$ cat config.mk
export PLATFORM = sky130hd
export DESIGN_NAME = ring_fieldbus_slave_gateway
export DESIGN_NICKNAME = d
export VERILOG_FILES = /design/src/design/ring_gw_pkg.sv /design/src/design/word_stream_if.sv /design/src/design/ring_fieldbus_slave_gateway.sv /design/src/design/word_fifo.sv
export SDC_FILE = /design/constraint.sdc
export NUM_CORES = 2
export LEC_CHECK = 0
export ABC_CLOCK_PERIOD_IN_PS = 7800
export BUFFER_PORTS_ARGS = -buffer_cell sky130_fd_sc_hd__buf_2
export CORE_UTILIZATION = 65
export DETAILED_ROUTE_END_ITERATION = 10
export PLACE_DENSITY = 0.85
export SKIP_LAST_GASP = 1
export SYNTH_ARGS = -nofsm -noshare
export SYNTH_HDL_FRONTEND = slang
export SYNTH_SLANG_ARGS = --single-unit
$ cat constraint.sdc
create_clock -name clk_sys -period 7.8 [get_ports clk_sys]
set_input_delay 1.17 -clock clk_sys [delete_from_list [all_inputs] [get_ports clk_sys]]
set_output_delay 1.17 -clock clk_sys [all_outputs]
set_load 0.03 [all_outputs]
$ cat src/design/ring_gw_pkg.sv
// package with constants and types for the ring fieldbus gateway
package ring_gw_pkg;
    localparam int WORD_W = 16;
    localparam int MAX_WORDS = 32;
    localparam int CNT_W = 6;
    localparam int IDX_W = 5;
    localparam int FIFO_DEPTH = 32;
    localparam logic [15:0] STAT_NONE = 16'h0000;
    localparam logic [15:0] STAT_NO_DATA = 16'h2000;
    localparam logic [15:0] STAT_BAD_DATA = 16'h4000;
    localparam logic [15:0] ABORT_CFG_MISMATCH = 16'h0026;
    localparam logic [7:0] FW_REV_STORE = 8'h02;
    localparam logic [7:0] MODULE_TYPE = 8'h03; // arbitrary value
    localparam logic BAUD_DEFAULT = 1'b1;
    // ring bit period at 100 MHz
    localparam int CLK_MHZ = 100;
    localparam int RATE_FAST_KBIT = 2000;
    localparam int RATE_SLOW_KBIT = 500;
    localparam int DIV_FAST = (CLK_MHZ * 1000) / RATE_FAST_KBIT;
    localparam int DIV_SLOW = (CLK_MHZ * 1000) / RATE_SLOW_KBIT;
    localparam int DIV_W = 8;
    localparam logic [DIV_W-1:0] DIV_FAST_C = DIV_W'(DIV_FAST - 1);
    localparam logic [DIV_W-1:0] DIV_SLOW_C = DIV_W'(DIV_SLOW - 1);
    typedef enum logic [1:0] {ECAT_INIT, ECAT_PREOP, ECAT_SAFEOP, ECAT_OP} ecat_state_t;
    typedef enum {GW_INIT, GW_CHECK, GW_SAFEOP, GW_OP, GW_ABORT} gw_state_t;
endpackage : ring_gw_pkg

$ cat src/design/word_stream_if.sv
// interface carrying a 16-bit word stream with valid and ready
`timescale 1ns/1ns
interface word_stream_if;
    logic valid;
    logic ready;
    logic [15:0] data;
    modport src (output valid, output data, input ready);
    modport dst (input valid, input data, output ready);
endinterface : word_stream_if

$ cat src/design/ring_fieldbus_slave_gateway.sv
// gateway mirroring process words between ethercat side and ring fieldbus slave port
`timescale 1ns/1ns
//==========================================================
// ring fieldbus slave gateway
//==========================================================
// Contract
// - every process item is one 16-bit word
// - at most 32 words each direction
// - no words configured: stay in SAFE-OP
// - configured and reloaded: reach OP, present in count mod 16, out count mod 8
// - INIT resets and holds protocol chip
// - not OP: station error, inputs invalid
// - watchdog expiry raises station error
// - status 0x2000 on station error
// - status 0x4000 on invalid ring data
// - baud object selects 2 Mbit or 500k
// - stored ring config mismatch aborts with 0x0026
// - output words reach ring in order
// - both directions mirrored with minimum delay
// - identification register read in id cycle
// - ring data shifts serially, both directions
module ring_fieldbus_slave_gateway
    import ring_gw_pkg::*;
(
    input wire logic clk_sys,
    input wire logic reset,
    input wire logic [1:0] ecat_state,
    input wire logic reload,
    input wire logic pd_watchdog_expired,
    input wire logic [5:0] cfg_in_words,
    input wire logic [5:0] cfg_out_words,
    input wire logic cfg_baud_fast,
    input wire logic [7:0] cfg_ring_id,
    input wire logic [7:0] fw_revision,
    input wire logic ecat_out_valid,
    output logic ecat_out_ready,
    input wire logic [15:0] ecat_out_data,
    output logic [15:0] ecat_in_data [MAX_WORDS],
    output logic [15:0] status_word,
    output logic [15:0] abort_code,
    output logic [1:0] gw_ecat_state,
    output logic ring_protocol_chip_reset,
    output logic station_error_flag_n,
    output logic baud_fast_active,
    input wire logic ring_data_in,
    input wire logic ring_cycle_start,
    input wire logic ring_id_cycle,
    input wire logic ring_frame_end,
    input wire logic ring_crc_ok,
    output logic ring_data_out,
    output logic ring_rx_valid
);
    //==========================================================
    // configuration checks and stored ring parameters
    //==========================================================
    gw_state_t state_reg;
    gw_state_t state_next;
    logic in_words_ok;
    logic out_words_ok;
    logic cfg_present;
    logic store_valid_reg;
    logic stored_baud_reg;
    logic [7:0] stored_id_reg;
    logic cfg_mismatch;
    logic baud_reg;
    logic [5:0] n_in_reg;
    logic [5:0] n_out_reg;
    logic [15:0] abort_reg;

    function automatic logic words_legal(input logic [5:0] n);
        words_legal = (n <= 6'(MAX_WORDS));
    endfunction : words_legal

    assign in_words_ok = words_legal(cfg_in_words);
    assign out_words_ok = words_legal(cfg_out_words);
    assign cfg_present = (n_in_reg != '0) || (n_out_reg != '0); // counts taken at reload
    // ring settings are kept by every revision; only firmware from revision 02 compares them
    assign cfg_mismatch = (fw_revision >= FW_REV_STORE) && store_valid_reg
        && ((stored_baud_reg != cfg_baud_fast) || (stored_id_reg != cfg_ring_id));

    //==========================================================
    // ethercat side state machine
    //==========================================================
    wire ecat_init = (ecat_state_t'(ecat_state) == ECAT_INIT);
    wire ecat_op_req = (ecat_state_t'(ecat_state) == ECAT_OP);

    // next state decision
    always_comb begin
        state_next = state_reg;
        case (state_reg)
            GW_INIT: begin
                if (!ecat_init) state_next = GW_CHECK;
            end
            GW_CHECK: begin
                if (cfg_mismatch) state_next = GW_ABORT;
                else if (!in_words_ok || !out_words_ok) state_next = GW_ABORT;
                else state_next = GW_SAFEOP;
            end
            GW_SAFEOP: begin
                if (ecat_op_req && cfg_present) state_next = GW_OP;
            end
            GW_OP: begin
                if (!ecat_op_req) state_next = GW_SAFEOP;
            end
            GW_ABORT: begin
                state_next = GW_ABORT;
            end
            default: state_next = GW_INIT;
        endcase
        if (ecat_init || reload) state_next = GW_INIT;
    end

    always_ff @(posedge clk_sys) begin
        if (reset) state_reg <= GW_INIT;
        else state_reg <= state_next;
    end

    // latch configuration on each reinitialisation that passes the checks
    always_ff @(posedge clk_sys) begin
        if (reset) begin
            baud_reg <= BAUD_DEFAULT;
            n_in_reg <= '0;
            n_out_reg <= '0;
            abort_reg <= STAT_NONE;
            store_valid_reg <= 1'b0;
            stored_baud_reg <= BAUD_DEFAULT;
            stored_id_reg <= '0;
        end else if (state_reg == GW_CHECK) begin
            if (state_next == GW_SAFEOP) begin
                baud_reg <= cfg_baud_fast;
                n_in_reg <= cfg_in_words;
                n_out_reg <= cfg_out_words;
                abort_reg <= STAT_NONE;
                store_valid_reg <= 1'b1;
                stored_baud_reg <= cfg_baud_fast;
                stored_id_reg <= cfg_ring_id;
            end else if (state_next == GW_ABORT) begin
                abort_reg <= ABORT_CFG_MISMATCH;
            end
        end
    end

    assign abort_code = abort_reg;
    assign baud_fast_active = baud_reg;
    assign gw_ecat_state = (state_reg == GW_OP) ? ECAT_OP
        : (state_reg == GW_SAFEOP) ? ECAT_SAFEOP
        : (state_reg == GW_INIT) ? ECAT_INIT : ECAT_PREOP;
    assign ring_protocol_chip_reset = (state_reg == GW_INIT);

    //==========================================================
    // pin synchronisers: change counts when stages 2 and 3 agree
    //==========================================================
    logic [4:0] pin_s1_reg;
    logic [4:0] pin_s2_reg;
    logic [4:0] pin_s3_reg;
    logic [4:0] pin_reg;
    wire [4:0] pin_raw = {ring_crc_ok, ring_frame_end, ring_id_cycle,
        ring_cycle_start, ring_data_in};
    always_ff @(posedge clk_sys) begin
        pin_s1_reg <= pin_raw;
        pin_s2_reg <= pin_s1_reg;
        pin_s3_reg <= pin_s2_reg;
    end
    genvar gp;
    generate
        for (gp = 0; gp < 5; gp++) begin : g_pin
            always_ff @(posedge clk_sys) begin
                if (reset) pin_reg[gp] <= 1'b0;
                else if (pin_s2_reg[gp] == pin_s3_reg[gp]) pin_reg[gp] <= pin_s3_reg[gp];
            end
        end
    endgenerate
    logic [4:0] pin_d_reg;
    always_ff @(posedge clk_sys) begin
        if (reset) pin_d_reg <= '0;
        else pin_d_reg <= pin_reg;
    end
    wire rx_bit = pin_reg[0];
    wire start_rise = pin_reg[1] && !pin_d_reg[1];
    wire id_mode = pin_reg[2];
    wire end_rise = pin_reg[3] && !pin_d_reg[3];
    wire crc_ok = pin_reg[4];

    //==========================================================
    // station error flag and status word
    //==========================================================
    logic stat_err_reg;
    logic bad_data_reg;
    logic sent_any_reg;
    wire err_cond = (state_reg != GW_OP) || pd_watchdog_expired;
    always_ff @(posedge clk_sys) begin
        if (reset) stat_err_reg <= 1'b1;
        else stat_err_reg <= err_cond;
    end
    assign station_error_flag_n = !stat_err_reg;
    // status word codes
    always_ff @(posedge clk_sys) begin
        if (reset) status_word <= STAT_NONE;
        else if (stat_err_reg || !sent_any_reg) status_word <= STAT_NO_DATA;
        else if (bad_data_reg) status_word <= STAT_BAD_DATA;
        else status_word <= STAT_NONE;
    end

    //==========================================================
    // bit rate enable divider
    //==========================================================
    logic [DIV_W-1:0] div_reg;
    wire [DIV_W-1:0] div_top = baud_reg ? DIV_FAST_C : DIV_SLOW_C;
    wire bit_tick = (div_reg == '0);
    always_ff @(posedge clk_sys) begin
        if (reset || start_rise) div_reg <= div_top;
        else if (bit_tick) div_reg <= div_top;
        else div_reg <= DIV_W'(div_reg - 1'b1);
    end

    //==========================================================
    // ethercat output words through fifo to ring tx register
    //==========================================================
    word_stream_if fin();
    word_stream_if fout();
    assign fin.valid = ecat_out_valid;
    assign fin.data = ecat_out_data;
    assign ecat_out_ready = fin.ready;
    word_fifo #(.WIDTH(WORD_W), .DEPTH(FIFO_DEPTH)) u_fifo (
        .clk_sys(clk_sys),
        .reset(reset),
        .wr(fin),
        .rd(fout)
    );

    logic [15:0] tx_img_reg [MAX_WORDS];
    logic [IDX_W-1:0] load_idx_reg;
    wire load_fire = fout.valid && fout.ready;
    assign fout.ready = (n_out_reg != '0); // stalls until outputs configured
    // output image filled in order from the fifo
    always_ff @(posedge clk_sys) begin
        if (reset || state_reg == GW_INIT) begin
            load_idx_reg <= '0;
        end else if (load_fire) begin
            tx_img_reg[load_idx_reg] <= fout.data;
            if ({1'b0, load_idx_reg} == 6'(n_out_reg - 1'b1)) load_idx_reg <= '0;
            else load_idx_reg <= IDX_W'(load_idx_reg + 1'b1);
        end
    end

    //==========================================================
    // distributed shift register: send and receive together
    //==========================================================
    localparam int SH_W = MAX_WORDS * WORD_W;
    logic [SH_W-1:0] tx_sh_reg;
    logic [SH_W-1:0] rx_sh_reg;
    logic [15:0] id_word;
    logic [15:0] tx_flat [MAX_WORDS];
    assign id_word = {MODULE_TYPE, n_in_reg[3:0] , n_out_reg[2:0], stat_err_reg};
    genvar gw;
    generate
        for (gw = 0; gw < MAX_WORDS; gw++) begin : g_tx
            assign tx_flat[gw] = (gw < n_out_reg) ? tx_img_reg[gw] : STAT_NONE;
        end
    endgenerate
    function automatic logic [SH_W-1:0] pack_img(input logic [15:0] img [MAX_WORDS]);
        pack_img = '0;
        for (int i = 0; i < MAX_WORDS; i++) pack_img[SH_W-1-i*WORD_W -: WORD_W] = img[i];
    endfunction : pack_img
    // shift one bit per tick, msb of word 0 first
    always_ff @(posedge clk_sys) begin
        if (reset || ring_protocol_chip_reset) begin
            tx_sh_reg <= '0;
            rx_sh_reg <= '0;
            sent_any_reg <= 1'b0;
        end else if (start_rise) begin
            tx_sh_reg <= id_mode ? {id_word, {(SH_W-WORD_W){1'b0}}} : pack_img(tx_flat);
        end else if (bit_tick) begin
            tx_sh_reg <= {tx_sh_reg[SH_W-2:0], 1'b0};
            rx_sh_reg <= {rx_sh_reg[SH_W-2:0], rx_bit};
            sent_any_reg <= 1'b1;
        end
    end
    assign ring_data_out = tx_sh_reg[SH_W-1];

    // frame end: capture received words into ethercat inputs
    genvar gi;
    generate
        for (gi = 0; gi < MAX_WORDS; gi++) begin : g_rx
            always_ff @(posedge clk_sys) begin
                if (reset) ecat_in_data[gi] <= STAT_NONE;
                else if (end_rise && crc_ok && !id_mode && gi < n_in_reg)
                    ecat_in_data[gi] <= rx_sh_reg[(gi+1)*WORD_W-1 -: WORD_W];
            end
        end
    endgenerate
    // invalid ring data flag, set wins over clear
    always_ff @(posedge clk_sys) begin
        if (reset) bad_data_reg <= 1'b0;
        else if (end_rise && !crc_ok) bad_data_reg <= 1'b1;
        else if (end_rise) bad_data_reg <= 1'b0;
    end
    assign ring_rx_valid = !stat_err_reg;
endmodule : ring_fieldbus_slave_gateway

$ cat src/design/word_fifo.sv
// parameterised word fifo with valid and ready on both sides
`timescale 1ns/1ns
module word_fifo #(
    parameter int WIDTH = 16,
    parameter int DEPTH = 32
) (
    input wire logic clk_sys,
    input wire logic reset,
    word_stream_if.dst wr,
    word_stream_if.src rd
);
    localparam int AW = $clog2(DEPTH);
    logic [WIDTH-1:0] mem_reg [DEPTH];
    logic [AW-1:0] wptr_reg;
    logic [AW-1:0] rptr_reg;
    logic [AW:0] count_reg;
    wire push = wr.valid && wr.ready;
    wire pop = rd.valid && rd.ready;
    // honest full and empty
    assign wr.ready = (count_reg != (AW+1)'(DEPTH));
    assign rd.valid = (count_reg != '0);
    assign rd.data = mem_reg[rptr_reg];
    // storage write
    always_ff @(posedge clk_sys) begin
        if (push) begin
            mem_reg[wptr_reg] <= wr.data;
        end
    end
    // pointers and fill count
    always_ff @(posedge clk_sys) begin
        if (reset) begin
            wptr_reg <= '0;
            rptr_reg <= '0;
            count_reg <= '0;
        end else begin
            if (push) wptr_reg <= AW'(wptr_reg + 1'b1);
            if (pop) rptr_reg <= AW'(rptr_reg + 1'b1);
            count_reg <= (AW+1)'(count_reg + push - pop);
        end
    end
endmodule : word_fifo

==> reports/qor.yml <==
status:
  status: "complete, no violations"
placement:
  place_ws_ns: 2.787
  io_buffers: 580
  dp_hpwl_mm: 153.7
  placed_area_um2: 101300
  gp_congestion: 0.8681
synthesis:
  synth_edf_count: 1024
  synth_top_cell_by_area: "dfxtp_1"
  ys_ff_latch: 2676
  yosysTopAreaCellShare_pct: 34.02
  synth_area_um2: 97210
  yosysSeqAreaShare_pct: 65.65
  async_reset_ff_share_pct: 0
  synthFlopType: "dfxtp_1"
  syn_area_per_cell_um2: 10.99
  synth_cells: 8848
  yosysWarnings: 0
  yosysUniqueCellTypes: 70
  synth_area_leaders: "dfxtp_1 (34%), edfxtp_1 (32%), nand2_1 (7.6%)"
worst_setup_path:
  ff2ff_setup_slack_ns: 3.58
  rr_startpoint: "div_reg[2]"
  path_max_fanout: 108
  rr_worst_depth: 7
  criticalPathCategory: "in -> reg"
  cp.arrival_ns: 4.75
  reg2reg_to: "rx_sh_reg[341]"
  critPathRequiredTime_ns: 8.24
  cp-end-kind: "register"
  start_kind: "primary input"
pwr:
  p_per_area_nw_per_um2: 262.4
  peakVddDrop_mv: 0.2527
  p_total_uw: 28830
  cellLeakagePower_uw: 0.03780
hold_path:
  hold_end: "pin_s2_reg[0]"
  holdPathStages: 0
  worstHoldStart: "pin_s1_reg[0]"
  hold_class: "reg -> reg"
timing:
  hold_viol: 0
  max_slew_margin_pct: 2.303
  drv_slew: 0
  worst_pin_slew_ns: 1.464
  fmax_mhz: 232.5
  fin_crit_sh_pct: 55.14
  setup_tns_ns: 0
  fin_crit_ns: 4.301
  rsz0062_at_grt: "false"
  finalSetupViolations: 0
  setup_slack_ns: 3.499
  finClkSkew_ns: 0.06264
route:
  drt_iter0_drc: 9240
  detail-route-antenna-nets: 0
  vias: 71840
  wirelength_mm: 273.5
  viasPerCell: 6.309
  drc: 0
  wl_per_cell_um: 24.02
  firstDrtPassIters: 8
finish:
  area_delta_synth_final_pct: 13.03
  nets: 9303
  fin_util_pct: 74.24
  final_area_um2: 109900
  layout_commonest_cell: "nand2_1"
  layout_common_cells: "nand2_1 (1973), dfxtp_1 (1649), edfxtp_1 (1024), nor2_1 (942), a21oi_1 (744)"
  final_layout_size_suffix_gt1_share_pct: 14.59
job:
  maxCapViolations: 0
global_route:
  grt_pass1_wl_mm: 410.3
  antenna_found_initial: 33
  overflow: 0
  grt.total_usage_pct: 35.19
  grt_pass1_vias: 69740
  grt_max_degree: 255
clock_tree:
  path_clk_slew_ns: 0.07
  insertion_delay_ns: 0.88
  cts_resized: 0
  clock_path_buffers: 3
  cts_sinks: 2676
  cts_tree: "done"
  cts_buffers: 240
  ctsHoldBuffers: 0
  clk_root_buffer_cell: "clkbuf_16"
  htreeDepth: 4
  cts_setup_buffers: 0
die:
  die_area_um2: 151100
  rows: 141
  start_util_pct: 65.68
  die_h_um: 388.7
  die_w_um: 388.7
  io_pins: 609
  design.core.area_um2: 148000
## worst max-delay path: stages
cell and delay (ns):
buf_8 0.22, inv_2 0.73, o41a_1 0.54, nand3_1 0.70, nor2_1 1.33
## logic make-up after synthesis
kind of cell,after synthesis,synth area share (%)
other,1,0.003858
DFF,2676,65.65
muxes,537,7.611
and+or+nand+nor,3057,12.11
AOI/OAI and AO/OA,1842,10.97
adders and majority gates,24,0.3166
buffers and inverters,675,3.013
xor gates and xnor gates,36,0.3243
## synth_stat cells (22+ instances only)
cell and number:
nand2_1 1974, edfxtp_1 1024, o21ai_0 525, buf_4 81
xor2_1 23, mux2i_1 360, ha_1 23, clkbuf_1 483
buf_1 22, dfxtp_1 1652, a211oi_1 505, nor2_1 976
buf_2 55, mux4_2 160, inv_1 30, a21oi_1 753
## power by group
group / internal, µW / switching, µW
registers: 14900 / 139
clock network: 7150 / 5360
logic: 313 / 1010
## worst max path at each step
stage	from	end	slack [ns]	depth (start not counted)
finish	reset	tx_img_reg[21][6]	3.50	5
detailed placement	reset	tx_img_reg[17][11]	2.79	5
floorplan	n_out_reg[1]	u_fifo.count_reg[5]	4.24	15
global placement	reset	tx_img_reg[21][6]	2.95	5
global route	reset	tx_img_reg[21][6]	3.40	5
CTS	reset	tx_img_reg[21][6]	3.66	5
## routing by layer
layer | GRT usage (%) | routed length [µm]
met1 | 42.03 | 95010
met2 | 55.56 | 126500
met3 | 10.49 | 31310
met4 | 22.89 | 20500
met5 | 0 | 191
## through the flow
step	cells	hold WS [ns]
finish	11390	0.3189
global route	11380	0.3236
CTS	11370	0.3122
detailed placement	10910	0.3121
global placement	10910	0.3133
floorplan	8903	0.3096
## area by class of cell
cell class,instances,area (µm²)
Multi-Input combinational cell,5552,30880
Inverter,31,116.4
Antenna cell,18,45.04
Sequential cell,2676,63830
Tap cell,1930,2415
Clock inverter,116,1446
Clock buffer,343,7061
Fill cell,8698,38140
Timing Repair Buffer,721,4091
No activity file was read; power rests on OpenSTA's default activity.
